==> src/include/spcr_pkg.sv <==
package spcr_pkg;
   localparam int NUM_PORTS     = 4;
   localparam int REGS_PER_PORT = 3;
   localparam int NUM_REGS      = 12;
   // configuration block position in the serial eeprom
   localparam logic [7:0] EE_CFG_FIRST = 8'h08;
   localparam logic [7:0] EE_CFG_LAST  = 8'h13;
   // application 0 register indices, slot order
   localparam logic [4:0] REG_IDX [NUM_REGS] = '{
      5'h04, 5'h05, 5'h06,
      5'h16, 5'h17, 5'h18,
      5'h19, 5'h1A, 5'h1B,
      5'h1C, 5'h1D, 5'h1E};
   localparam logic [7:0] REG_RST [NUM_REGS] = '{
      8'h01, 8'h85, 8'h24,
      8'h01, 8'h84, 8'h24,
      8'h01, 8'h84, 8'h24,
      8'h01, 8'h84, 8'h24};
   // load status register, read only
   localparam logic [4:0] IDX_STATUS  = 5'h00;
   localparam int         STAT_DONE   = 0;
   localparam int         STAT_FOUND  = 1;
   // low register fields
   localparam logic [7:0] LOW_RSVD_MASK = 8'h7D;
   localparam int         SHDN_BIT      = 0;
   localparam int         AUX_LSB       = 2;
   localparam logic [1:0] AUX_OUTPUT    = 2'h2;
   localparam int         RTS_LSB       = 4;
   localparam int         IRDA_BIT      = 6;
   localparam logic [3:0] RTS_RST       = 4'hF;
   typedef enum logic [1:0] {
      RTS_MCR_LOW,
      RTS_MCR_HIGH,
      RTS_DATA_ACTIVE,
      RTS_DATA_INACTIVE
   } spcr_rts_t;
endpackage : spcr_pkg

==> src/logic/spcr_top.sv <==
// Chosen here: the Wishbone interface to the registers.
`timescale 1ns/1ps
`default_nettype none
// Function
// after reset load eeprom bytes 8-19 in order
// software rewrites registers by application-0 index
// no eeprom: defaults 01, 85/84, 24
// port n bytes at 8 plus 3(n-1)
// three registers form one 24-bit word
// bit0 set: shutdown asserted during usb suspend
// bits 3:2: 00 input, 10 output
// bits 5:4 select rts drive method
// bit6 selects wired or infrared mode
// reserved bits 1,7 read zero, writes ignored
module spcr_top (
   input  wire logic        clk_i,
   input  wire logic        rst_i,
   input  wire logic        ce_i,
   input  wire logic        wb_cyc_i,
   input  wire logic        wb_stb_i,
   input  wire logic        wb_we_i,
   input  wire logic [7:0]  wb_adr_i,
   input  wire logic [3:0]  wb_sel_i,
   input  wire logic [31:0] wb_dat_i,
   output logic      [31:0] wb_dat_o,
   output logic             wb_ack_o,
   input  wire logic        ee_present_i,
   input  wire logic        ee_ack_i,
   input  wire logic [7:0]  ee_data_i,
   output logic             ee_req_o,
   output logic      [7:0]  ee_addr_o,
   output logic             load_done_o,
   input  wire logic        usb_suspend_i,
   input  wire logic [3:0]  mcr_rts_i,
   input  wire logic [3:0]  tx_empty_i,
   output logic      [3:0]  shutdown_o,
   output logic      [3:0]  aux_out_en_o,
   output logic      [3:0]  rts_o,
   output logic      [3:0]  irda_mode_o,
   output logic      [95:0] cfg_word_o
);
   localparam int NR = spcr_pkg::NUM_REGS;
   localparam int NP = spcr_pkg::NUM_PORTS;
   localparam int RP = spcr_pkg::REGS_PER_PORT;

   // bit 4 flags a hit, bits 3:0 give the slot
   function automatic logic [4:0] slot_of(input logic [4:0] idx);
      logic [4:0] r;
      r = 5'h00;
      for (int k = 0; k < NR; k++) begin
         if (idx == spcr_pkg::REG_IDX[k]) begin
            r = {1'b1, 4'(k)};
         end
      end
      return r;
   endfunction : slot_of

   function automatic logic [7:0] wr_mask(input logic [3:0] s);
      logic [7:0] m;
      m = 8'hFF;
      if (int'(s) % RP == 0) begin
         m = spcr_pkg::LOW_RSVD_MASK;
      end
      return m;
   endfunction : wr_mask

   // eeprom loader
   typedef enum {LD_PROBE, LD_FETCH, LD_DONE} spcr_ld_t;
   spcr_ld_t   ld_q, ld_d;
   logic       req_q, req_d;
   logic [7:0] addr_q, addr_d;
   logic       found_q, found_d;
   logic       done_q, done_d;
   logic [3:0] ld_slot;
   logic       ld_store;

   assign ld_slot  = 4'(addr_q - spcr_pkg::EE_CFG_FIRST);
   assign ld_store = req_q & ee_ack_i;

   always_comb begin
      ld_d    = ld_q;
      req_d   = req_q;
      addr_d  = addr_q;
      found_d = found_q;
      unique case (ld_q)
         LD_PROBE: begin
            // absent eeprom keeps the built-in values
            if (ee_present_i) begin
               found_d = 1'b1;
               req_d   = 1'b1;
               addr_d  = spcr_pkg::EE_CFG_FIRST;
               ld_d    = LD_FETCH;
            end else begin
               ld_d = LD_DONE;
            end
         end
         LD_FETCH: begin
            if (ee_ack_i) begin
               if (addr_q == spcr_pkg::EE_CFG_LAST) begin
                  req_d = 1'b0;
                  ld_d  = LD_DONE;
               end else begin
                  addr_d = addr_q + 8'h01;
               end
            end
         end
         LD_DONE: begin
            req_d = 1'b0;
         end
      endcase
      // registered so the done pin comes straight from a flop
      done_d = (ld_d == LD_DONE);
   end

   always_ff @(posedge clk_i) begin
      if (rst_i) begin
         ld_q    <= LD_PROBE;
         req_q   <= 1'b0;
         addr_q  <= spcr_pkg::EE_CFG_FIRST;
         found_q <= 1'b0;
         done_q  <= 1'b0;
      end else if (ce_i) begin
         ld_q    <= ld_d;
         req_q   <= req_d;
         addr_q  <= addr_d;
         found_q <= found_d;
         done_q  <= done_d;
      end
   end

   // wishbone slave: ack one cycle after the strobe
   logic        ack_q, ack_d;
   logic [31:0] dat_q, dat_d;
   logic [4:0]  hit_slot;
   logic        hit, stat_hit, wr_en;
   logic [7:0]  cfg_q [NR];
   logic [7:0]  cfg_d [NR];

   assign hit_slot = slot_of(wb_adr_i[6:2]);
   assign hit      = hit_slot[4] & ~wb_adr_i[7];
   assign stat_hit = (wb_adr_i[6:2] == spcr_pkg::IDX_STATUS)
                     & ~wb_adr_i[7];
   // write commits at the edge that sees ack high
   assign wr_en    = wb_cyc_i & wb_stb_i & wb_we_i & ack_q
                     & wb_sel_i[0] & hit;

   always_comb begin
      ack_d = wb_cyc_i & wb_stb_i & ~ack_q;
      dat_d = 32'h0000_0000;
      if (ack_d & ~wb_we_i) begin
         if (hit) begin
            dat_d[7:0] = cfg_q[hit_slot[3:0]];
         end else if (stat_hit) begin
            dat_d[spcr_pkg::STAT_DONE]  = (ld_q == LD_DONE);
            dat_d[spcr_pkg::STAT_FOUND] = found_q;
         end
      end
   end

   always_ff @(posedge clk_i) begin
      if (rst_i) begin
         ack_q <= 1'b0;
         dat_q <= 32'h0000_0000;
      end else if (ce_i) begin
         ack_q <= ack_d;
         dat_q <= dat_d;
      end
   end

   // configuration store; a bus write beats a load to the same slot
   always_comb begin
      for (int k = 0; k < NR; k++) begin
         cfg_d[k] = cfg_q[k];
      end
      if (ld_store) begin
         cfg_d[ld_slot] = ee_data_i & wr_mask(ld_slot);
      end
      if (wr_en) begin
         cfg_d[hit_slot[3:0]] = wb_dat_i[7:0]
                                & wr_mask(hit_slot[3:0]);
      end
   end

   always_ff @(posedge clk_i) begin
      if (rst_i) begin
         for (int k = 0; k < NR; k++) begin
            cfg_q[k] <= spcr_pkg::REG_RST[k];
         end
      end else if (ce_i) begin
         for (int k = 0; k < NR; k++) begin
            cfg_q[k] <= cfg_d[k];
         end
      end
   end

   // per-port controls, registered to keep outputs glitch free
   logic [3:0] shdn_q, shdn_d, aux_q, aux_d;
   logic [3:0] rts_q, rts_d, irda_q, irda_d;

   always_comb begin
      logic [7:0] low;
      low = 8'h00;
      for (int p = 0; p < NP; p++) begin
         low       = cfg_q[p * RP];
         shdn_d[p] = low[spcr_pkg::SHDN_BIT] & usb_suspend_i;
         aux_d[p]  = (low[spcr_pkg::AUX_LSB +: 2]
                      == spcr_pkg::AUX_OUTPUT);
         irda_d[p] = low[spcr_pkg::IRDA_BIT];
         unique case (spcr_pkg::spcr_rts_t'(low[spcr_pkg::RTS_LSB +: 2]))
            spcr_pkg::RTS_MCR_LOW:       rts_d[p] = ~mcr_rts_i[p];
            spcr_pkg::RTS_MCR_HIGH:      rts_d[p] = mcr_rts_i[p];
            spcr_pkg::RTS_DATA_ACTIVE:   rts_d[p] = ~tx_empty_i[p];
            spcr_pkg::RTS_DATA_INACTIVE: rts_d[p] = tx_empty_i[p];
         endcase
      end
   end

   always_ff @(posedge clk_i) begin
      if (rst_i) begin
         shdn_q <= 4'h0;
         aux_q  <= 4'h0;
         rts_q  <= spcr_pkg::RTS_RST;
         irda_q <= 4'h0;
      end else if (ce_i) begin
         shdn_q <= shdn_d;
         aux_q  <= aux_d;
         rts_q  <= rts_d;
         irda_q <= irda_d;
      end
   end

   // one 24-bit word per port, low register in the low byte
   for (genvar p = 0; p < NP; p++) begin : g_word
      assign cfg_word_o[p*24 +: 24] = {cfg_q[p*RP+2],
                                       cfg_q[p*RP+1],
                                       cfg_q[p*RP]};
   end

   assign wb_ack_o     = ack_q;
   assign wb_dat_o     = dat_q;
   assign ee_req_o     = req_q;
   assign ee_addr_o    = addr_q;
   assign load_done_o  = done_q;
   assign shutdown_o   = shdn_q;
   assign aux_out_en_o = aux_q;
   assign rts_o        = rts_q;
   assign irda_mode_o  = irda_q;
endmodule : spcr_top
`default_nettype wire

==> config.mk <==
export PLATFORM = sky130hd
export DESIGN_NAME = spcr_top
export DESIGN_NICKNAME = d
export VERILOG_FILES = /design/src/include/spcr_pkg.sv /design/src/logic/spcr_top.sv
export SDC_FILE = /design/constraint.sdc
export NUM_CORES = 1
export LEC_CHECK = 0
export ABC_CLOCK_PERIOD_IN_PS = 3470
export BUFFER_PORTS_ARGS = -buffer_cell sky130_fd_sc_hd__buf_4
export CAP_MARGIN = 10
export CORE_MARGIN = 2
export CORE_UTILIZATION = 50
export DETAILED_ROUTE_END_ITERATION = 12
export PLACE_DENSITY_LB_ADDON = 0.12
export SYNTH_ARGS = -nofsm -noshare
export SYNTH_HDL_FRONTEND = slang
export SYNTH_SLANG_ARGS = --single-unit
==> constraint.sdc <==
create_clock -name clk_i -period 3.47 [get_ports clk_i]
set_input_delay 0.1735 -clock clk_i [delete_from_list [all_inputs] [get_ports clk_i]]
set_output_delay 0.1735 -clock clk_i [all_outputs]
set_load 0.1 [all_outputs]
# After elaboration in Yosys (flattened, before gate mapping)
# Memory sizes are Yosys's and may differ from the RTL's.
# Cells that the tools add are included.
# totals
register_bits,68
n_memories,1
ram_bits,96
elab_cells,173
# classes
muxes,61
n_reduce_logical,14
div,2
eq_ne,37
order_cmp,4
n_addsub,2
n_bitwise,41
# mem_list
name,depth,width,read_ports,rd_clocked_by_memory_dff,write_ports,line,source
cfg_q,12,8,13,0,12,spcr_top.sv:136,logic [7:0] cfg_q [NR];
# op_table
operator,count
96-bit bitwise mux,2
96-bit two-way mux,2
8-bit two-way mux,22
32-bit logical NOT,3
8-bit demux with 4-bit select,2
32-bit by 3-bit equality test with 1-bit output (second input constant),2
5-bit by 3-bit remainder unit with 32-bit output (second input constant),2
32-bit two-way mux,2
32-bit case mux with 2 select lines,1
5-bit two-way mux,12
5-bit equality test (second input constant),9
32-bit by 1-bit equality test with 1-bit output (second input constant),1
32-bit by 2-bit equality test with 1-bit output (second input constant),1
2-bit equality test (second input constant),12
8-bit AND,2
1-bit case mux with 4 select lines,4
8-bit case mux with 2 select lines,1
5-bit by 3-bit equality test with 1-bit output (second input constant),3
1-bit AND,14
1-bit bitwise OR,12
1-bit NOT,11
5-bit >= comparator (second input constant),2
5-bit by 1-bit < comparator with 1-bit output (second input constant),2
4-bit NOT with 5-bit output,2
other kinds (16),35

# Longest topological paths before layout
# logic_depth
depth_word,21
depth_mapped,19
mapped_depth_nobuf,16

# Worst setup path after synthesis
# Ideal clock, no wire load.
# synth_timing
kind,reg2reg
start,reg addr_q[2] (netlist: ee_addr_o[2])
end,"mem cfg_q[10][7], data pin"
n_path_buf,3
slack_ns,-0.893
path_stages_with_launch,17
arrival_time_ns,4.095
synth_period_minus_slack_ns,4.363
path_cell_list,dfxtp_1 -> buf_2 -> and2_1 -> clkbuf_1 -> ha_1 -> nor2b_2 -> and3_1 -> a211oi_1 -> inv_1 -> ha_1 -> nand2b_1 -> a2111oi_0 -> a32oi_1 -> a31o_2 -> buf_2 -> mux2i_1 -> a22oi_1
# synth_lines
item,line,source
start: declaration,spcr_top.sv:71,"logic [7:0] addr_q, addr_d;"
start signal: assignment,spcr_top.sv:119,addr_q <= spcr_pkg::EE_CFG_FIRST;
start signal: assignment,spcr_top.sv:125,addr_q <= addr_d;
end: declaration,spcr_top.sv:136,

==> qor.yml <==
layout:
  drive_gt1_frac: 0.226
  final_common_cell: "buf_4"
  nets: 1280
  final_cell_mix: "buf_4, nor2_1, nand2_1"
  post-route-util: 0.624
  diodes: 0
  stdcell_count: 1474
  area_delta_synth_final_pct: 21.3
worst_setup_path:
  worstPathRequired_ns: 3.63
  crit_path_end_kind: "flip-flop"
  worstSetupStartpointType: "flip-flop"
  worstPathArrival_ns: 3.43
  worstSetupPathType: "flip-flop to flip-flop"
  cp_max_fo: 12
run:
  max_cap_viol_count: 0
floorplan:
  rows: 50
  die_h_um: 143
  initial_core_util: 0.514
  coreArea_sq_um: 18900
  ios: 224
  die_w_um: 143
  dieArea_sq_um: 20600
placement:
  port_buffers: 170
  hpwl_mm: 22.0
  pre_cts_ws_ns: 0.114
  dp.cells: 1440
  gp_congestion: 0.899
sta:
  clock.fmax_mhz: 306
  period_needed_ns: 3.27
  setup_slack_ns: 0.197
  clock_skew_ns: 0.00852
  hold_violations: 0
  finalMaxSlewViolations: 0
  timing.final.crit_share: 0.943
  setup_violations: 0
  relSlewSlack: 0.267
  worst_pin_slew_ns: 1.10
  fin_tns_setup_ns: 0
pwr:
  power_density_nw_per_um2: 451
  power_leakage_nw: 4.67
  power.total_mw: 5.31
  max-vdd-ir-drop_mv: 0.374
global_routing:
  grt_pass1_wl_mm: 47.8
  grt_start_max_net_pins: 97
  grt_usage: 0.306
  grt_pass1_vias: 8387
  grt_overflow: 0
  antenna_found_initial: 0
cts:
  clock_sinks: 164
  cts_root_buf: "clkbuf_16"
  cts_inserted_buffers: 17
  cts_max_level: 4
  tritoncts: "built"
  insertion_delay_ns: 0.44
  clk_pin_slew_ns: 0.07
  cts_hold_buffers: 0
  cts_buffer_depth: 2
logic_synthesis:
  synth_seq_cells: 164
  syn_inst: 1063
  syn_area_per_cell_sq_um: 9.14
  synth_cell_types: 79
  ys.flop_type: "edfxtp_1"
  async_flop_share: 0
  yosysSeqAreaShare: 0.437
  yosys_warnings: 0
  synth-edff-count: 96
  synth_area_sq_um: 9710
route:
  drc: 0
  drt-vias-per-instance: 6.17
  drt_iter0_markers: 914
  vias: 9098
  finalWirelength_mm: 31.8
  first_pass_iters: 7
  wl_per_cell_um: 21.6
  ant_nets: 0
run_status:
  outcome: "finished, final reports clean"
hold_path:
  hp-class: "primary input to flip-flop"
-- final cells by class --
class / count / area, sq um
fill: 1624 / 7110
timing repair buffer: 209 / 1580
multi-input combinational: 786 / 4960
inverter: 23 / 87.6
clock buffer: 21 / 482
tap: 260 / 325
clock inverter: 11 / 86.3
sequential: 164 / 4260
-- routing by layer --
layer / wire (um) / vias to the layer above / part of all wire / GRT usage
li1: - / 4148 / - / -
met1: 12700 / 4323 / 0.40 / 0.421
met2: 14900 / 546 / 0.47 / 0.470
met3: 3260 / 81 / 0.10 / 0.0716
met4: 927 / 0 / 0.029 / 0.115
met5: 0 / - / 0 / 0
-- what timing repair did --
| action | in CTS | in global routing |
|---|---|---|
| setup buffers | 0 | 2 |
| hold endpoints to repair | 0 | 0 |
| setup endpoints to repair | 0 | 24 |
| gates resized for setup | 0 | 6 |
-- metrics by stage --
| step | hold WS, ns | instance area [sq um] |
|---|---|---|
| CTS | 0.00407 | 11700 |
| finish | 0.0168 | 11800 |
| detailed placement | 0.444 | 11200 |
| floorplan | 0.342 | 9840 |
| global route | 0.00587 | 11800 |
| global placement | 0.439 | 11200 |
-- power by group --
group | internal, mW | leakage, nW | total, mW | switching [mW]
sequential | 2.14 | 1.54 | 2.22 | 0.0822
clock | 1.01 | 0.287 | 1.85 | 0.840
combinational | 0.266 | 2.85 | 1.24 | 0.976
-- worst max-delay path, stage by stage, from the launching register on --
cell,delay (ns)
dfxtp_4,0.42
and2_4,0.18
ha_4,0.19
nor2b_2,0.19
nor2_1,0.09
a211oi_2,0.24
inv_1,0.08
ha_1,0.27
nand2b_1,0.17
a2111oi_2,0.33
a32oi_1,0.11
a31o_2,0.28
buf_4,0.19
mux2i_1,0.14
a31oi_1,0.11
-- sequential cells by signal (all words and copies together), names as in the netlist --
| signal | count |
|---|---|
| cfg_q | 96 |
| ld_q | 32 |
| ee_addr_o | 8 |
| wb_dat_o | 8 |
| aux_out_en_o | 4 |
| irda_mode_o | 4 |
| rts_o | 4 |
| shutdown_o | 4 |
| ee_req_o | 1 |
| found_q | 1 |
| load_done_o | 1 |
| wb_ack_o | 1 |
-- logic make-up after synthesis --
group | after synthesis | synth area share
buffers and inverters | 136 | 0.0669
flip-flops | 164 | 0.437
multiplexers | 86 | 0.0893
AND/OR/NAND/NOR | 401 | 0.200
XOR/XNOR | 12 | 0.0108
other | 1 | 0.000386
adder cells (fa/ha/maj) | 10 | 0.0129
AO/OA/AOI/OAI | 253 | 0.183
-- final timing paths --
path,slack (ns),depth (start not counted),to,from
max,0.20,14,cfg_q[4][7],ee_addr_o[2]
min,0.02,2,wb_ack_o,rst_i
max reg2reg,0.20,14,cfg_q[4][7],ee_addr_o[2]
min reg2reg,0.45,2,found_q,found_q
-- Yosys cell counts (6+ instances only) --
library cell | number | area, sq um
o21ai_0 | 33 | 165
and2_1 | 9 | 56.3
a311oi_1 | 24 | 210
a21oi_1 | 35 | 175
a211oi_1 | 41 | 308
nand4_1 | 17 | 106
o22ai_1 | 31 | 194
nand3_1 | 32 | 160
nor2_1 | 121 | 454
o31ai_1 | 7 | 52.6
o21ai_1 | 6 | 30.0
clkbuf_1 | 56 | 210
dfxtp_1 | 68 | 1360
and3_1 | 15 | 93.8
nand2_1 | 110 | 413
a31oi_1 | 8 | 50.1
buf_2 | 27 | 135
ha_1 | 10 | 125
edfxtp_1 | 96 | 2880
nand2b_1 | 16 | 100
a21o_1 | 8 | 60.1
nor4_1 | 9 | 56.3
nor2b_1 | 36 | 225
a211o_1 | 8 | 70.1
buf_4 | 26 | 195
xnor2_1 | 7 | 61.3
inv_1 | 19 | 71.3
mux2i_1 | 81 | 811
o221ai_1 | 8 | 70.1
Note: power is estimated with default switching activity, not from simulation.
